## config.mk

```make
export PLATFORM = sky130hd
export DESIGN_NAME = fsc_ctrl
export DESIGN_NICKNAME = d
export VERILOG_FILES = /design/src/fsc_sync.sv /design/src/fsc_ctrl.sv
export SDC_FILE = /design/constraint.sdc
export NUM_CORES = 1
export LEC_CHECK = 0
export BUFFER_PORTS_ARGS = -buffer_cell sky130_fd_sc_hd__clkbuf_2
export CAP_MARGIN = 25
export CORE_MARGIN = 10
export CORE_UTILIZATION = 49
export CTS_CLUSTER_DIAMETER = 100
export DETAILED_ROUTE_END_ITERATION = 6
export PLACE_DENSITY = 0.83
export SYNTH_ARGS = -nofsm -noshare
export SYNTH_HDL_FRONTEND = slang
export SYNTH_HIERARCHICAL = 1
export SYNTH_SLANG_ARGS = --single-unit
```

## constraint.sdc

```tcl
create_clock -name CLK_SYS_IN -period 2 [get_ports CLK_SYS_IN]
set_clock_uncertainty 0.05 [all_clocks]
set_input_delay 0.2 -clock CLK_SYS_IN [delete_from_list [all_inputs] [get_ports CLK_SYS_IN]]
set_output_delay 0.2 -clock CLK_SYS_IN [all_outputs]
set_load 0.1 [all_outputs]
```

## src/fsc_sync.sv

```systemverilog
`timescale 1ns/1ps
`default_nettype none
package fsc_pkg;
  // ---------------------------------------------------------------
  // Timing
  // ---------------------------------------------------------------
  localparam int CLK_PERIOD_NS = 25;
  localparam int T_ACC_NS      = 90;
  localparam int PHASE_CYC     = (T_ACC_NS + CLK_PERIOD_NS - 1) / CLK_PERIOD_NS;
  localparam int T_RST_WAIT_US = 10;
  localparam int RST_WAIT_CYC  = (T_RST_WAIT_US * 1000 + CLK_PERIOD_NS - 1) / CLK_PERIOD_NS;
  localparam int SYNC_CYC      = 2;
  localparam int CNT_W         = 10;
  // ---------------------------------------------------------------
  // Register map (byte offsets) and control fields
  // ---------------------------------------------------------------
  localparam logic [7:0] REG_CTRL   = 8'h00;
  localparam logic [7:0] REG_ADDR   = 8'h04;
  localparam logic [7:0] REG_WDATA  = 8'h08;
  localparam logic [7:0] REG_STATUS = 8'h0C;
  localparam logic [7:0] REG_RDATA  = 8'h10;
  localparam int CTRL_OP_LSB  = 0;
  localparam int CTRL_GO      = 3;
  localparam int CTRL_BYTE    = 4;
  localparam int CTRL_ERASING = 5;
  localparam int ADDR_AM1     = 18;
  localparam int ST_BUSY      = 0;
  localparam int ST_PASS      = 1;
  localparam int ST_FAIL      = 2;
  localparam int ST_REFUSED   = 3;
  localparam int ST_WORD_LSB  = 8;
  // ---------------------------------------------------------------
  // Operations and flash constants
  // ---------------------------------------------------------------
  localparam logic [2:0] OP_READ  = 3'h0;
  localparam logic [2:0] OP_WRITE = 3'h1;
  localparam logic [2:0] OP_CMD   = 3'h2;
  localparam logic [2:0] OP_RESET = 3'h3;
  localparam logic [2:0] OP_TPOLL = 3'h4;
  localparam logic [17:0] UNLOCK_A1   = 18'h0_5555;
  localparam logic [17:0] UNLOCK_A2   = 18'h0_2AAA;
  localparam logic [15:0] CMD_UNLOCK1 = 16'h00AA;
  localparam logic [15:0] CMD_UNLOCK2 = 16'h0055;
  localparam logic [15:0] CMD_RESET   = 16'h00F0;
  localparam logic [7:0]  STATUS_MASK = 8'hEC;
  localparam int BIT_TOG1 = 6;
  localparam int BIT_ERR  = 5;
  localparam logic [2:0] MIN_PULSES = 3'h4;
  typedef enum logic [2:0] {
    ST_IDLE  = 3'b000,
    ST_SETUP = 3'b001,
    ST_WLOW  = 3'b010,
    ST_WHIGH = 3'b011,
    ST_RLOW  = 3'b100,
    ST_RGAP  = 3'b101,
    ST_WAIT  = 3'b110
  } fsc_state_t;
endpackage

module fsc_sync #(
  parameter int W = 16
) (
  input  wire logic         clk_in,
  input  wire logic [W-1:0] d_in,
  output var  logic [W-1:0] q_out
);
  logic [W-1:0] meta_r;
  always_ff @(posedge clk_in) begin
    meta_r <= d_in;
    q_out  <= meta_r;
  end
endmodule
`default_nettype wire

```

## src/fsc_ctrl.sv

```systemverilog
// Behaviour
// - Poll only after fourth or sixth write; the code accepts a poll after four or more write pulses
// - Poll at programmed or erasing address
// - Two equal toggles mean done
// - Unlock: AAh then 55h at addresses
// - Wait 10us after reset during erase
// - Mask reserved status bits 0, 1, 4
//
// Our own choices: register access over Wishbone and the register addresses.
`timescale 1ns/1ps
`default_nettype none
module fsc_ctrl (
  input  wire logic        CLK_SYS_IN,
  input  wire logic        SYS_RST_IN,
  input  wire logic        WB_CYC_IN,
  input  wire logic        WB_STB_IN,
  input  wire logic        WB_WE_IN,
  input  wire logic [7:0]  WB_ADR_IN,
  input  wire logic [3:0]  WB_SEL_IN,
  input  wire logic [31:0] WB_DAT_IN,
  output var  logic [31:0] WB_DAT_OUT,
  output var  logic        WB_ACK_OUT,
  output var  logic [17:0] FL_ADDR_OUT,
  output var  logic        FL_AM1_OUT,
  output var  logic [15:0] FL_DQ_OUT,
  output var  logic        FL_DQ_OE_OUT,
  input  wire logic [15:0] FL_DQ_IN,
  output var  logic        FL_CE_N_OUT,
  output var  logic        FL_OE_N_OUT,
  output var  logic        FL_WE_N_OUT,
  output var  logic        FL_BYTE_N_OUT
);
  // ---------------------------------------------------------------
  // Bus slave
  // ---------------------------------------------------------------
  logic [5:0]  ctrl_r;
  logic [18:0] addr_r;
  logic [15:0] wdata_r;
  logic [15:0] rdata_r;
  logic        busy_r, pass_r, fail_r, refused_r;
  wire         wb_req  = WB_CYC_IN & WB_STB_IN & ~WB_ACK_OUT;
  wire         wb_wr   = wb_req & WB_WE_IN;
  wire  [31:0] wmask   = {{8{WB_SEL_IN[3]}}, {8{WB_SEL_IN[2]}},
                          {8{WB_SEL_IN[1]}}, {8{WB_SEL_IN[0]}}};
  wire  [31:0] wr_val_ctrl  = ({26'h0, ctrl_r} & ~wmask) | (WB_DAT_IN & wmask);
  wire  [31:0] wr_val_addr  = ({13'h0, addr_r} & ~wmask) | (WB_DAT_IN & wmask);
  wire  [31:0] wr_val_wdata = ({16'h0, wdata_r} & ~wmask) | (WB_DAT_IN & wmask);
  wire  [7:0]  status_word  = rdata_r[7:0] & fsc_pkg::STATUS_MASK;
  wire  [31:0] status_val   = {16'h0, status_word, 4'h0,
                               refused_r, fail_r, pass_r, busy_r};
  wire         go_wr = wb_wr && WB_ADR_IN == fsc_pkg::REG_CTRL &&
                       wr_val_ctrl[fsc_pkg::CTRL_GO];
  wire  [31:0] rd_mux =
    (WB_ADR_IN == fsc_pkg::REG_CTRL)   ? {26'h0, ctrl_r} :
    (WB_ADR_IN == fsc_pkg::REG_ADDR)   ? {13'h0, addr_r} :
    (WB_ADR_IN == fsc_pkg::REG_WDATA)  ? {16'h0, wdata_r} :
    (WB_ADR_IN == fsc_pkg::REG_STATUS) ? status_val :
    (WB_ADR_IN == fsc_pkg::REG_RDATA)  ? {16'h0, rdata_r} : 32'h0000_0000;

  always_ff @(posedge CLK_SYS_IN) begin
    if (SYS_RST_IN) begin
      WB_ACK_OUT <= 1'b0;
      WB_DAT_OUT <= 32'h0000_0000;
    end else begin
      WB_ACK_OUT <= wb_req;
      WB_DAT_OUT <= rd_mux;
    end
  end

  // Settings are frozen while busy so a sequence never changes mid-way
  always_ff @(posedge CLK_SYS_IN) begin
    if (SYS_RST_IN) begin
      ctrl_r  <= 6'h00;
      addr_r  <= 19'h0_0000;
      wdata_r <= 16'h0000;
    end else if (wb_wr && !busy_r) begin
      if (WB_ADR_IN == fsc_pkg::REG_CTRL)
        ctrl_r <= {wr_val_ctrl[5:4], 1'b0, wr_val_ctrl[2:0]};
      if (WB_ADR_IN == fsc_pkg::REG_ADDR)
        addr_r <= wr_val_addr[18:0];
      if (WB_ADR_IN == fsc_pkg::REG_WDATA)
        wdata_r <= wr_val_wdata[15:0];
    end
  end

  // ---------------------------------------------------------------
  // Flash sequencer
  // ---------------------------------------------------------------
  fsc_pkg::fsc_state_t state_r;
  logic [fsc_pkg::CNT_W-1:0] cnt_r;
  logic [1:0]  step_r;
  logic [2:0]  op_r;
  logic [2:0]  pulses_r;
  logic [7:0]  prev_r;
  logic        first_r, final_r, err_seen_r, cont_r;
  logic [15:0] dq_sync;

  fsc_sync #(
    .W (16)
  ) u_dq_sync (
    .clk_in (CLK_SYS_IN),
    .d_in   (FL_DQ_IN),
    .q_out  (dq_sync)
  );

  wire        byte_mode = ctrl_r[fsc_pkg::CTRL_BYTE];
  wire        is_cmd    = op_r == fsc_pkg::OP_CMD;
  wire        is_rd_op  = op_r == fsc_pkg::OP_READ || op_r == fsc_pkg::OP_TPOLL;
  wire        last_step = !is_cmd || step_r == 2'd2;
  wire        cnt_done  = cnt_r == '0;
  wire [2:0]  sel_op    = wr_val_ctrl[2:0];
  // Unlock pair at A14..A0 only; high lines held low
  wire [17:0] step_addr = !is_cmd       ? addr_r[17:0] :
                          (step_r == 2'd1) ? fsc_pkg::UNLOCK_A2 : fsc_pkg::UNLOCK_A1;
  wire        step_am1  = byte_mode & (is_cmd ? (step_r == 2'd1) : addr_r[fsc_pkg::ADDR_AM1]);
  wire [15:0] step_data = (is_cmd && step_r == 2'd0) ? fsc_pkg::CMD_UNLOCK1 :
                          (is_cmd && step_r == 2'd1) ? fsc_pkg::CMD_UNLOCK2 :
                          (op_r == fsc_pkg::OP_RESET) ? fsc_pkg::CMD_RESET : wdata_r;
  wire        tog_same  = dq_sync[fsc_pkg::BIT_TOG1] == prev_r[fsc_pkg::BIT_TOG1];
  wire        early     = sel_op == fsc_pkg::OP_TPOLL && pulses_r < fsc_pkg::MIN_PULSES;

  always_ff @(posedge CLK_SYS_IN) begin
    if (SYS_RST_IN) begin
      state_r <= fsc_pkg::ST_IDLE;
      cnt_r <= '0;
      step_r <= 2'd0;
      op_r <= fsc_pkg::OP_READ;
      pulses_r <= 3'h0;
      prev_r <= 8'h00;
      rdata_r <= 16'h0000;
      {first_r, final_r, err_seen_r, cont_r} <= 4'h0;
      {busy_r, pass_r, fail_r, refused_r} <= 4'h0;
      {FL_CE_N_OUT, FL_OE_N_OUT, FL_WE_N_OUT} <= 3'b111;
      FL_DQ_OE_OUT <= 1'b0;
      FL_DQ_OUT <= 16'h0000;
      FL_ADDR_OUT <= 18'h0_0000;
      FL_AM1_OUT <= 1'b0;
      FL_BYTE_N_OUT <= 1'b1;
    end else begin
      FL_BYTE_N_OUT <= ~byte_mode;
      unique case (state_r)
        fsc_pkg::ST_IDLE: if (go_wr) begin
          if (early) begin
            refused_r <= 1'b1;
          end else begin
            {busy_r, pass_r, fail_r, refused_r} <= 4'b1000;
            op_r <= sel_op;
            step_r <= 2'd0;
            {first_r, final_r, err_seen_r} <= 3'b100;
            cnt_r <= fsc_pkg::CNT_W'(fsc_pkg::PHASE_CYC);
            state_r <= fsc_pkg::ST_SETUP;
          end
        end
        fsc_pkg::ST_SETUP: begin
          FL_CE_N_OUT <= 1'b0;
          FL_ADDR_OUT <= step_addr;
          FL_AM1_OUT <= step_am1;
          FL_DQ_OUT <= step_data;
          cnt_r <= cnt_r - 1'b1;
          if (cnt_done) begin
            if (is_rd_op) begin
              FL_OE_N_OUT <= 1'b0;
              cnt_r <= fsc_pkg::CNT_W'(fsc_pkg::PHASE_CYC + fsc_pkg::SYNC_CYC);
              state_r <= fsc_pkg::ST_RLOW;
            end else begin
              FL_WE_N_OUT <= 1'b0;
              FL_DQ_OE_OUT <= 1'b1;
              cnt_r <= fsc_pkg::CNT_W'(fsc_pkg::PHASE_CYC);
              state_r <= fsc_pkg::ST_WLOW;
            end
          end
        end
        fsc_pkg::ST_WLOW: begin
          cnt_r <= cnt_r - 1'b1;
          if (cnt_done) begin
            FL_WE_N_OUT <= 1'b1;
            cnt_r <= fsc_pkg::CNT_W'(fsc_pkg::PHASE_CYC);
            state_r <= fsc_pkg::ST_WHIGH;
          end
        end
        fsc_pkg::ST_WHIGH: begin
          cnt_r <= cnt_r - 1'b1;
          if (cnt_done) begin
            FL_DQ_OE_OUT <= 1'b0;
            FL_CE_N_OUT <= 1'b1;
            if (pulses_r != 3'h7)
              pulses_r <= pulses_r + 1'b1;
            if (!last_step) begin
              step_r <= step_r + 1'b1;
              cnt_r <= fsc_pkg::CNT_W'(fsc_pkg::PHASE_CYC);
              state_r <= fsc_pkg::ST_SETUP;
            end else if (op_r == fsc_pkg::OP_RESET && ctrl_r[fsc_pkg::CTRL_ERASING]) begin
              pulses_r <= 3'h0;
              cnt_r <= fsc_pkg::CNT_W'(fsc_pkg::RST_WAIT_CYC);
              state_r <= fsc_pkg::ST_WAIT;
            end else begin
              if (op_r == fsc_pkg::OP_RESET)
                pulses_r <= 3'h0;
              {busy_r, pass_r} <= 2'b01;
              state_r <= fsc_pkg::ST_IDLE;
            end
          end
        end
        fsc_pkg::ST_RLOW: begin
          cnt_r <= cnt_r - 1'b1;
          if (cnt_done) begin
            // The device advances its toggle bits on each falling OE, so OE is raised between reads
            {FL_CE_N_OUT, FL_OE_N_OUT} <= 2'b11;
            cnt_r <= fsc_pkg::CNT_W'(fsc_pkg::PHASE_CYC);
            state_r <= fsc_pkg::ST_RGAP;
            prev_r <= dq_sync[7:0];
            first_r <= 1'b0;
            cont_r <= 1'b0;
            if (op_r == fsc_pkg::OP_READ || final_r) begin
              rdata_r <= dq_sync;
              pass_r <= 1'b1;
              if (final_r)
                pulses_r <= 3'h0;
            end else if (first_r) begin
              cont_r <= 1'b1;
            end else if (tog_same) begin
              final_r <= 1'b1;
              cont_r <= 1'b1;
            end else if (dq_sync[fsc_pkg::BIT_ERR] && err_seen_r) begin
              // Still toggling after the error bit rose: give up
              rdata_r <= dq_sync;
              fail_r <= 1'b1;
              pulses_r <= 3'h0;
            end else begin
              err_seen_r <= err_seen_r | dq_sync[fsc_pkg::BIT_ERR];
              cont_r <= 1'b1;
            end
          end
        end
        fsc_pkg::ST_RGAP: begin
          cnt_r <= cnt_r - 1'b1;
          if (cnt_done) begin
            cnt_r <= fsc_pkg::CNT_W'(fsc_pkg::PHASE_CYC);
            state_r <= cont_r ? fsc_pkg::ST_SETUP : fsc_pkg::ST_IDLE;
            busy_r <= cont_r;
          end
        end
        fsc_pkg::ST_WAIT: begin
          cnt_r <= cnt_r - 1'b1;
          if (cnt_done) begin
            {busy_r, pass_r} <= 2'b01;
            state_r <= fsc_pkg::ST_IDLE;
          end
        end
        default: state_r <= fsc_pkg::ST_IDLE;
      endcase
    end
  end

  logic [fsc_pkg::CNT_W-1:0] wait_seen_r;
  always_ff @(posedge CLK_SYS_IN) begin
    if (SYS_RST_IN || state_r != fsc_pkg::ST_WAIT)
      wait_seen_r <= '0;
    else
      wait_seen_r <= wait_seen_r + 1'b1;
  end
endmodule
`default_nettype wire

```

---- Yosys cells after proc, flatten, opt, wreduce, memory -nomap -nowiden ----
Index checks and enable logic that the tools add are counted.
operators by class
  magnitude comparators ................... 1
  reduce and logical (&&, ||, !) cells .... 54
  add/subtract/negate cells ............... 3
  eq/ne operators ......................... 45
  mux-type cells .......................... 104
  bitwise operators ....................... 16
operators by type and width
  operator                                                               count
  16-bit two-way mux                                                     10
  10-bit two-way mux                                                     7
  3-bit two-way mux                                                      22
  10-bit case mux with 5 select lines                                    1
  1-bit two-way mux                                                      42
  2-bit != test, second input constant                                   20
  19-bit bitwise AND                                                     2
  8-bit AND reduction                                                    4
  3-bit case mux with 7 select lines                                     1
  19-bit two-way mux                                                     1
  19-bit inverter                                                        1
  19-bit bitwise OR                                                      1
  18-bit two-way mux                                                     1
  16-bit bitwise AND                                                     1
  8-bit by 4-bit equality test with 1-bit output, second input constant  2
  16-bit bitwise OR                                                      1
  1-bit case mux with 2 select lines                                     8
  4-bit AND reduction                                                    4
  2-bit nonzero test                                                     8
  3-bit equality test, second input constant                             5
  15-bit two-way mux                                                     1
  3-bit != test, second input constant                                   5
  7-bit AND reduction                                                    2
  3-bit by 2-bit equality test with 1-bit output, second input constant  4
  37 further kinds                                                       69
word-level totals
  output and inout port bits .............. 73
  flip-flop bits (word level) ............. 197

---- Depth between registers and ports, before layout ----
  depth in word-level cells ............... 8
  mapped depth ............................ 10

---- By module ----
The synthesis kept the hierarchy.
modules (own cells, without submodules)
  module    cells an instance  sequential area each (um2)  times used  area an instance (um2)
  fsc_ctrl  746                2922.8                      1           6369.9
  fsc_sync  32                 640.6                       1           640.6

---- Worst setup path before layout ----
OpenSTA, ideal clock, no wires.
  path type ............................... reg-to-reg
  start point ............................. register WB_ACK_OUT
  end point ............................... register cnt_r[7] (netlist bit)
  arrival time ............................ 2.209 ns
  cell stages (with the launch flop) ...... 7
  setup slack ............................. -0.392 ns
  data required time ...................... 1.816 ns
  period minus slack after synthesis ...... 2.392 ns
  library setup time ...................... 0.134 ns
  path through ............................ dfxtp_1 > nand4b_1 > or4_4 > a21oi_4 > nand2_1 > a22oi_1 > a21oi_1
on the way
  cells in the longest elaborated chain, start to end .. 7
ends and longest elaborated chain
  item                             line             source
  start: declaration               fsc_ctrl.sv:22   output var logic WB_ACK_OUT,
  start signal: assignment         fsc_ctrl.sv:65   WB_ACK_OUT <= wb_req;
  1-bit inverter                   fsc_ctrl.sv:41   wire wb_req = WB_CYC_IN & WB_STB_IN & ~WB_ACK_OUT;
  1-bit bitwise AND                fsc_ctrl.sv:41
  1-bit bitwise AND                fsc_ctrl.sv:42   wire wb_wr = wb_req & WB_WE_IN;
  1-bit logical AND (2 in series)  fsc_ctrl.sv:51   wire go_wr = wb_wr && WB_ADR_IN == fsc_pkg::REG_CTRL &&
  2-bit != test (no line)          n/a
  3-bit AND reduction (no line)    n/a
  end signal: assignment           fsc_ctrl.sv:150  cnt_r <= fsc_pkg::CNT_W'(fsc_pkg::PHASE_CYC);
  end signal: assignment           fsc_ctrl.sv:159  cnt_r <= cnt_r - 1'b1;
  end signal: assignment           fsc_ctrl.sv:163  cnt_r <= fsc_pkg::CNT_W'(fsc_pkg::PHASE_CYC + fsc_pkg::SYNC_CYC);
  end: declaration                 fsc_ctrl.sv:90   logic [fsc_pkg::CNT_W-1:0] cnt_r;
Every way passes these cells.
A chain may end at the register's enable or synchronous reset.

---- Worst setup path in the final report ----
  start point ............................. register WB_ACK_OUT
  end point ............................... register state_r[0]
on the way
  cells in the longest elaborated chain, start to end .. 7
ends and longest elaborated chain
  item                             line             source
  1-bit inverter                   fsc_ctrl.sv:41
  1-bit bitwise AND                fsc_ctrl.sv:41
  1-bit bitwise AND                fsc_ctrl.sv:42
  1-bit logical AND (2 in series)  fsc_ctrl.sv:51
  2-bit != test (no line)          n/a
  8-bit AND reduction (no line)    n/a
  end signal: assignment           fsc_ctrl.sv:124  state_r <= fsc_pkg::ST_IDLE;
  end signal: assignment           fsc_ctrl.sv:151  state_r <= fsc_pkg::ST_SETUP;
  end signal: assignment           fsc_ctrl.sv:164  state_r <= fsc_pkg::ST_RLOW;
  end: declaration                 fsc_ctrl.sv:89   fsc_pkg::fsc_state_t state_r;
Every way passes these cells.

==> summary.md <==
| Metric | Value |
|---|---|
| Worst path slowest cell | or4_4 |
| Setup TNS Final | -1.74 ns |
| CTS Buffer Depth | 2 |
| EDFF count, synth | 0 |
| Max Clk Rate | 466 MHz |
| Layout net count | 1,056 |
| Post-Syn Area per Cell | 9.01 sq um |
| Max-cap violation count | 0 |
| Post-Syn Area | 7010 sq um |
| Power per standard cell area | 787 nW/um^2 |
| Post-synth ARST share | 0% |
| Vias in the first global route | 6,614 |
| Critical path fanouts, max | 6 |
| CP peak stage delay | 0.60 ns |
| Seq/Total Area, Yosys | 50.8% |
| Worst Max-Slew Pin Slew | 0.667 ns |
| VDD IR-drop max | 0.000550 V |
| Initial antenna violation count | 0 |
| Port buffer count | 110 |
| Die X | 140 um |
| Util after Layout | 67.4% |
| Clock transition at path regs | 0.07 ns |
| Synth warn | 6 |
| Yosys cell types | 67 |
| Fin. Hold Viols | 0 |
| Slew HR | 55.2% |
| Via count | 6,715 |
| Num Clock Sinks | 178 |
| Most used DFF post-synth | dfxtp_1 |
| Final worst-path cycle share | 107% |
| Placement Cell Area | 8250 sq um |
| CTS buffer count | 17 |
| Avg Vias per Cell | 5.70 |
| Final RePlAce weighted congestion | 0.932 |
| DP Worst Slack | -0.299 ns |
| Status | finished, violations left |
| CTS tree | built |
| First-pass GRT wire length | 33,800 um |
| Met3 GRT Util | 6.06% |
| Minimum clock period | 2.15 ns |
| Die area | 19,500 sq um |
| Cell mode on critical path | nor3_2 |
| Final setup fails | 21 |
| Met1 usage | 26.2% |
| H-tree levels | 4 |
| Largest net degree at the start of global routing | 88 |
| # rows | 43 |
| Fillers | 1,002 |
| Diode count | 0 |
| Die Height | 140 um |
| FF+latch count, synth | 178 |
| Post-DP HPWL | 14,700 um |
| Synth top area share | 50.8% |
| Final worst setup slack | -0.147 ns |
| Crit path DAT | 2.41 ns |
| Worst Setup Start Kind | register |
| Final Routed Wirelength | 21,900 um |
| Design Area, Final | 9400 sq um |
| Total gr overflow | 0 |
| List of most frequent post-synthesis cells | dfxtp_1 (178), nor2_1 (106), nand2_1 (96), a21oi_1 (71), mux2i_1 (42) |
| Starting density of the core | 50.3% |
| Top cells by area, synth | dfxtp_1 (51%), mux2i_1 (6.0%), nor2_1 (5.7%), nand2_1 (5.1%), a21oi_1 (5.1%) |
| Register area | 3570 sq um |
| Remaining DRCs | 0 |
| Layout cells sized above 1 | 27.9% |
| Root buffer cell | clkbuf_16 |
| Clk Latency, worst-skew pair | 0.43 ns |
| First-pass DRT Iterations | 7 |
| RSZ-0062 raised after global routing | true |
| Leakage | 4.03 nW |
| Global-route usage over all layers | 21.1% |
| Worst path cell trace | nand4b_1 -> or4_4 -> a21oi_4 -> buf_6 -> o21ai_4 -> nor3_2 -> nor3_2 |
| Hold/Removal Path Class | in -> reg |
| M2 GR Usage | 33.1% |
| WL/cell | 18.6 um |
| Most crowded layer after global routing | met2 |
| P&R area growth vs syn | 34.0% |
| Mapped Cells | 778 |
| Req. time, crit path | 2.26 ns |
| Count leader, synth | dfxtp_1 |
| Critical path class | reg -> reg |
| Crit end category | register |
| Top cell type by total area after synthesis | dfxtp_1 |
| IO Count | 138 |
| Worst hold slack | 0.0245 ns |
| Core box area | 13,900 sq um |
| Area of the multi-input gates | 3370 sq um |
| Violations in the final reports | setup timing |
| Initial DRC Count | 718 |
| Slew Viols, Final | 0 |
| Antenna viol nets, final | 0 |
-- where the power goes --
group	internal (mW)	leakage (nW)	switching [mW]
clock	1.89	0.284	1.52
combinational	0.133	2.30	0.262
sequential	3.58	1.45	0.0112
-- kinds of logic (layout without fill, tap and decap cells) --
family	after synthesis	after routing	share of synthesized area [%]
flops	178	178	50.8
fa+ha+maj	6	6	1.07
other cells	1	13	0.0535
xor+xnor	3	3	0.375
mux	50	50	7.28
compound gates	180	180	17.0
buf+inv	66	274	4.32
simple gates	294	294	19.1
-- cells in the final DEF (no fill, tap or decap), types with 5 or more instances in the layout --
cell type      instances
nand3_1               19
nand2b_1               6
a21oi_1               69
ha_1                   6
a22oi_1               19
nor3_1                18
mux2_2                 8
nor2_1               103
nor2b_1                5
dlygate4sd3_1         33
clkbuf_2             109
o21ai_0               15
conb_1                13
clkbuf_16             17
and2_1                 6
buf_4                 79
nand2_1               92
buf_6                  6
a222oi_1               7
or3_1                  7
a311oi_1               7
o211ai_1               9
mux2i_1               41
o21ai_1                6
inv_1                 12
a31oi_1                5
dfxtp_1              176
-- metal layers --
metal | share of wire (%) | vias up | wire length (um)
li1 | - | 3148 | -
met5 | 0 | - | 0
met4 | 3.6 | 0 | 791
met1 | 41 | 3125 | 8880
met2 | 46 | 365 | 10100
met3 | 9.9 | 77 | 2170
-- stage by stage --
step | cells | power, mW
after detailed placement | 1106 | 3.99
after global placement | 1106 | 3.99
final | 1178 | 7.39
after global routing | 1178 | 7.58
after floorplan | 790 | 3.90
after CTS | 1175 | 7.38
-- final cells by class --
type                            count  area share (%)
Clock buffer                       18            4.57
Clock inverter                     14            1.85
Inverter                           13           0.519
Multi-Input combinational cell    546            35.9
Sequential cell                   178            38.0
Tap cell                          180            2.40
Timing Repair Buffer              229            16.8
-- what timing repair did --
action	CTS	global route
endpoints found under the setup margin	24	68
hold endpoints to repair	38	0
pin swaps	8	12
hold buffers	33	0
cloned	0	1
buffers inserted	4	2
gates resized for setup	14	28
-- critical path: cells and delay by family, from the launching register on --
| family | cells | cell delay (ns) |
|---|---|---|
| simple gates | 4 | 1.18 |
| flops | 1 | 0.34 |
| compound gates | 2 | 0.32 |
| buf+inv | 1 | 0.15 |
-- worst paths after layout --
check,cells past startpoint,slack [ns],startpoint,to
hold reg to reg,0,0.28,u_dq_sync/meta_r[5]$_DFF_P_,u_dq_sync/q_out[5]$_DFF_P_
setup / recovery,7,-0.15,WB_ACK_OUT$_SDFF_PP0_,state_r[0]$_SDFFE_PP0P_
setup reg to reg,7,-0.15,WB_ACK_OUT$_SDFF_PP0_,state_r[0]$_SDFFE_PP0P_
hold / removal,3,0.02,WB_DAT_IN[3],register
(Power assumes the default switching activity.)
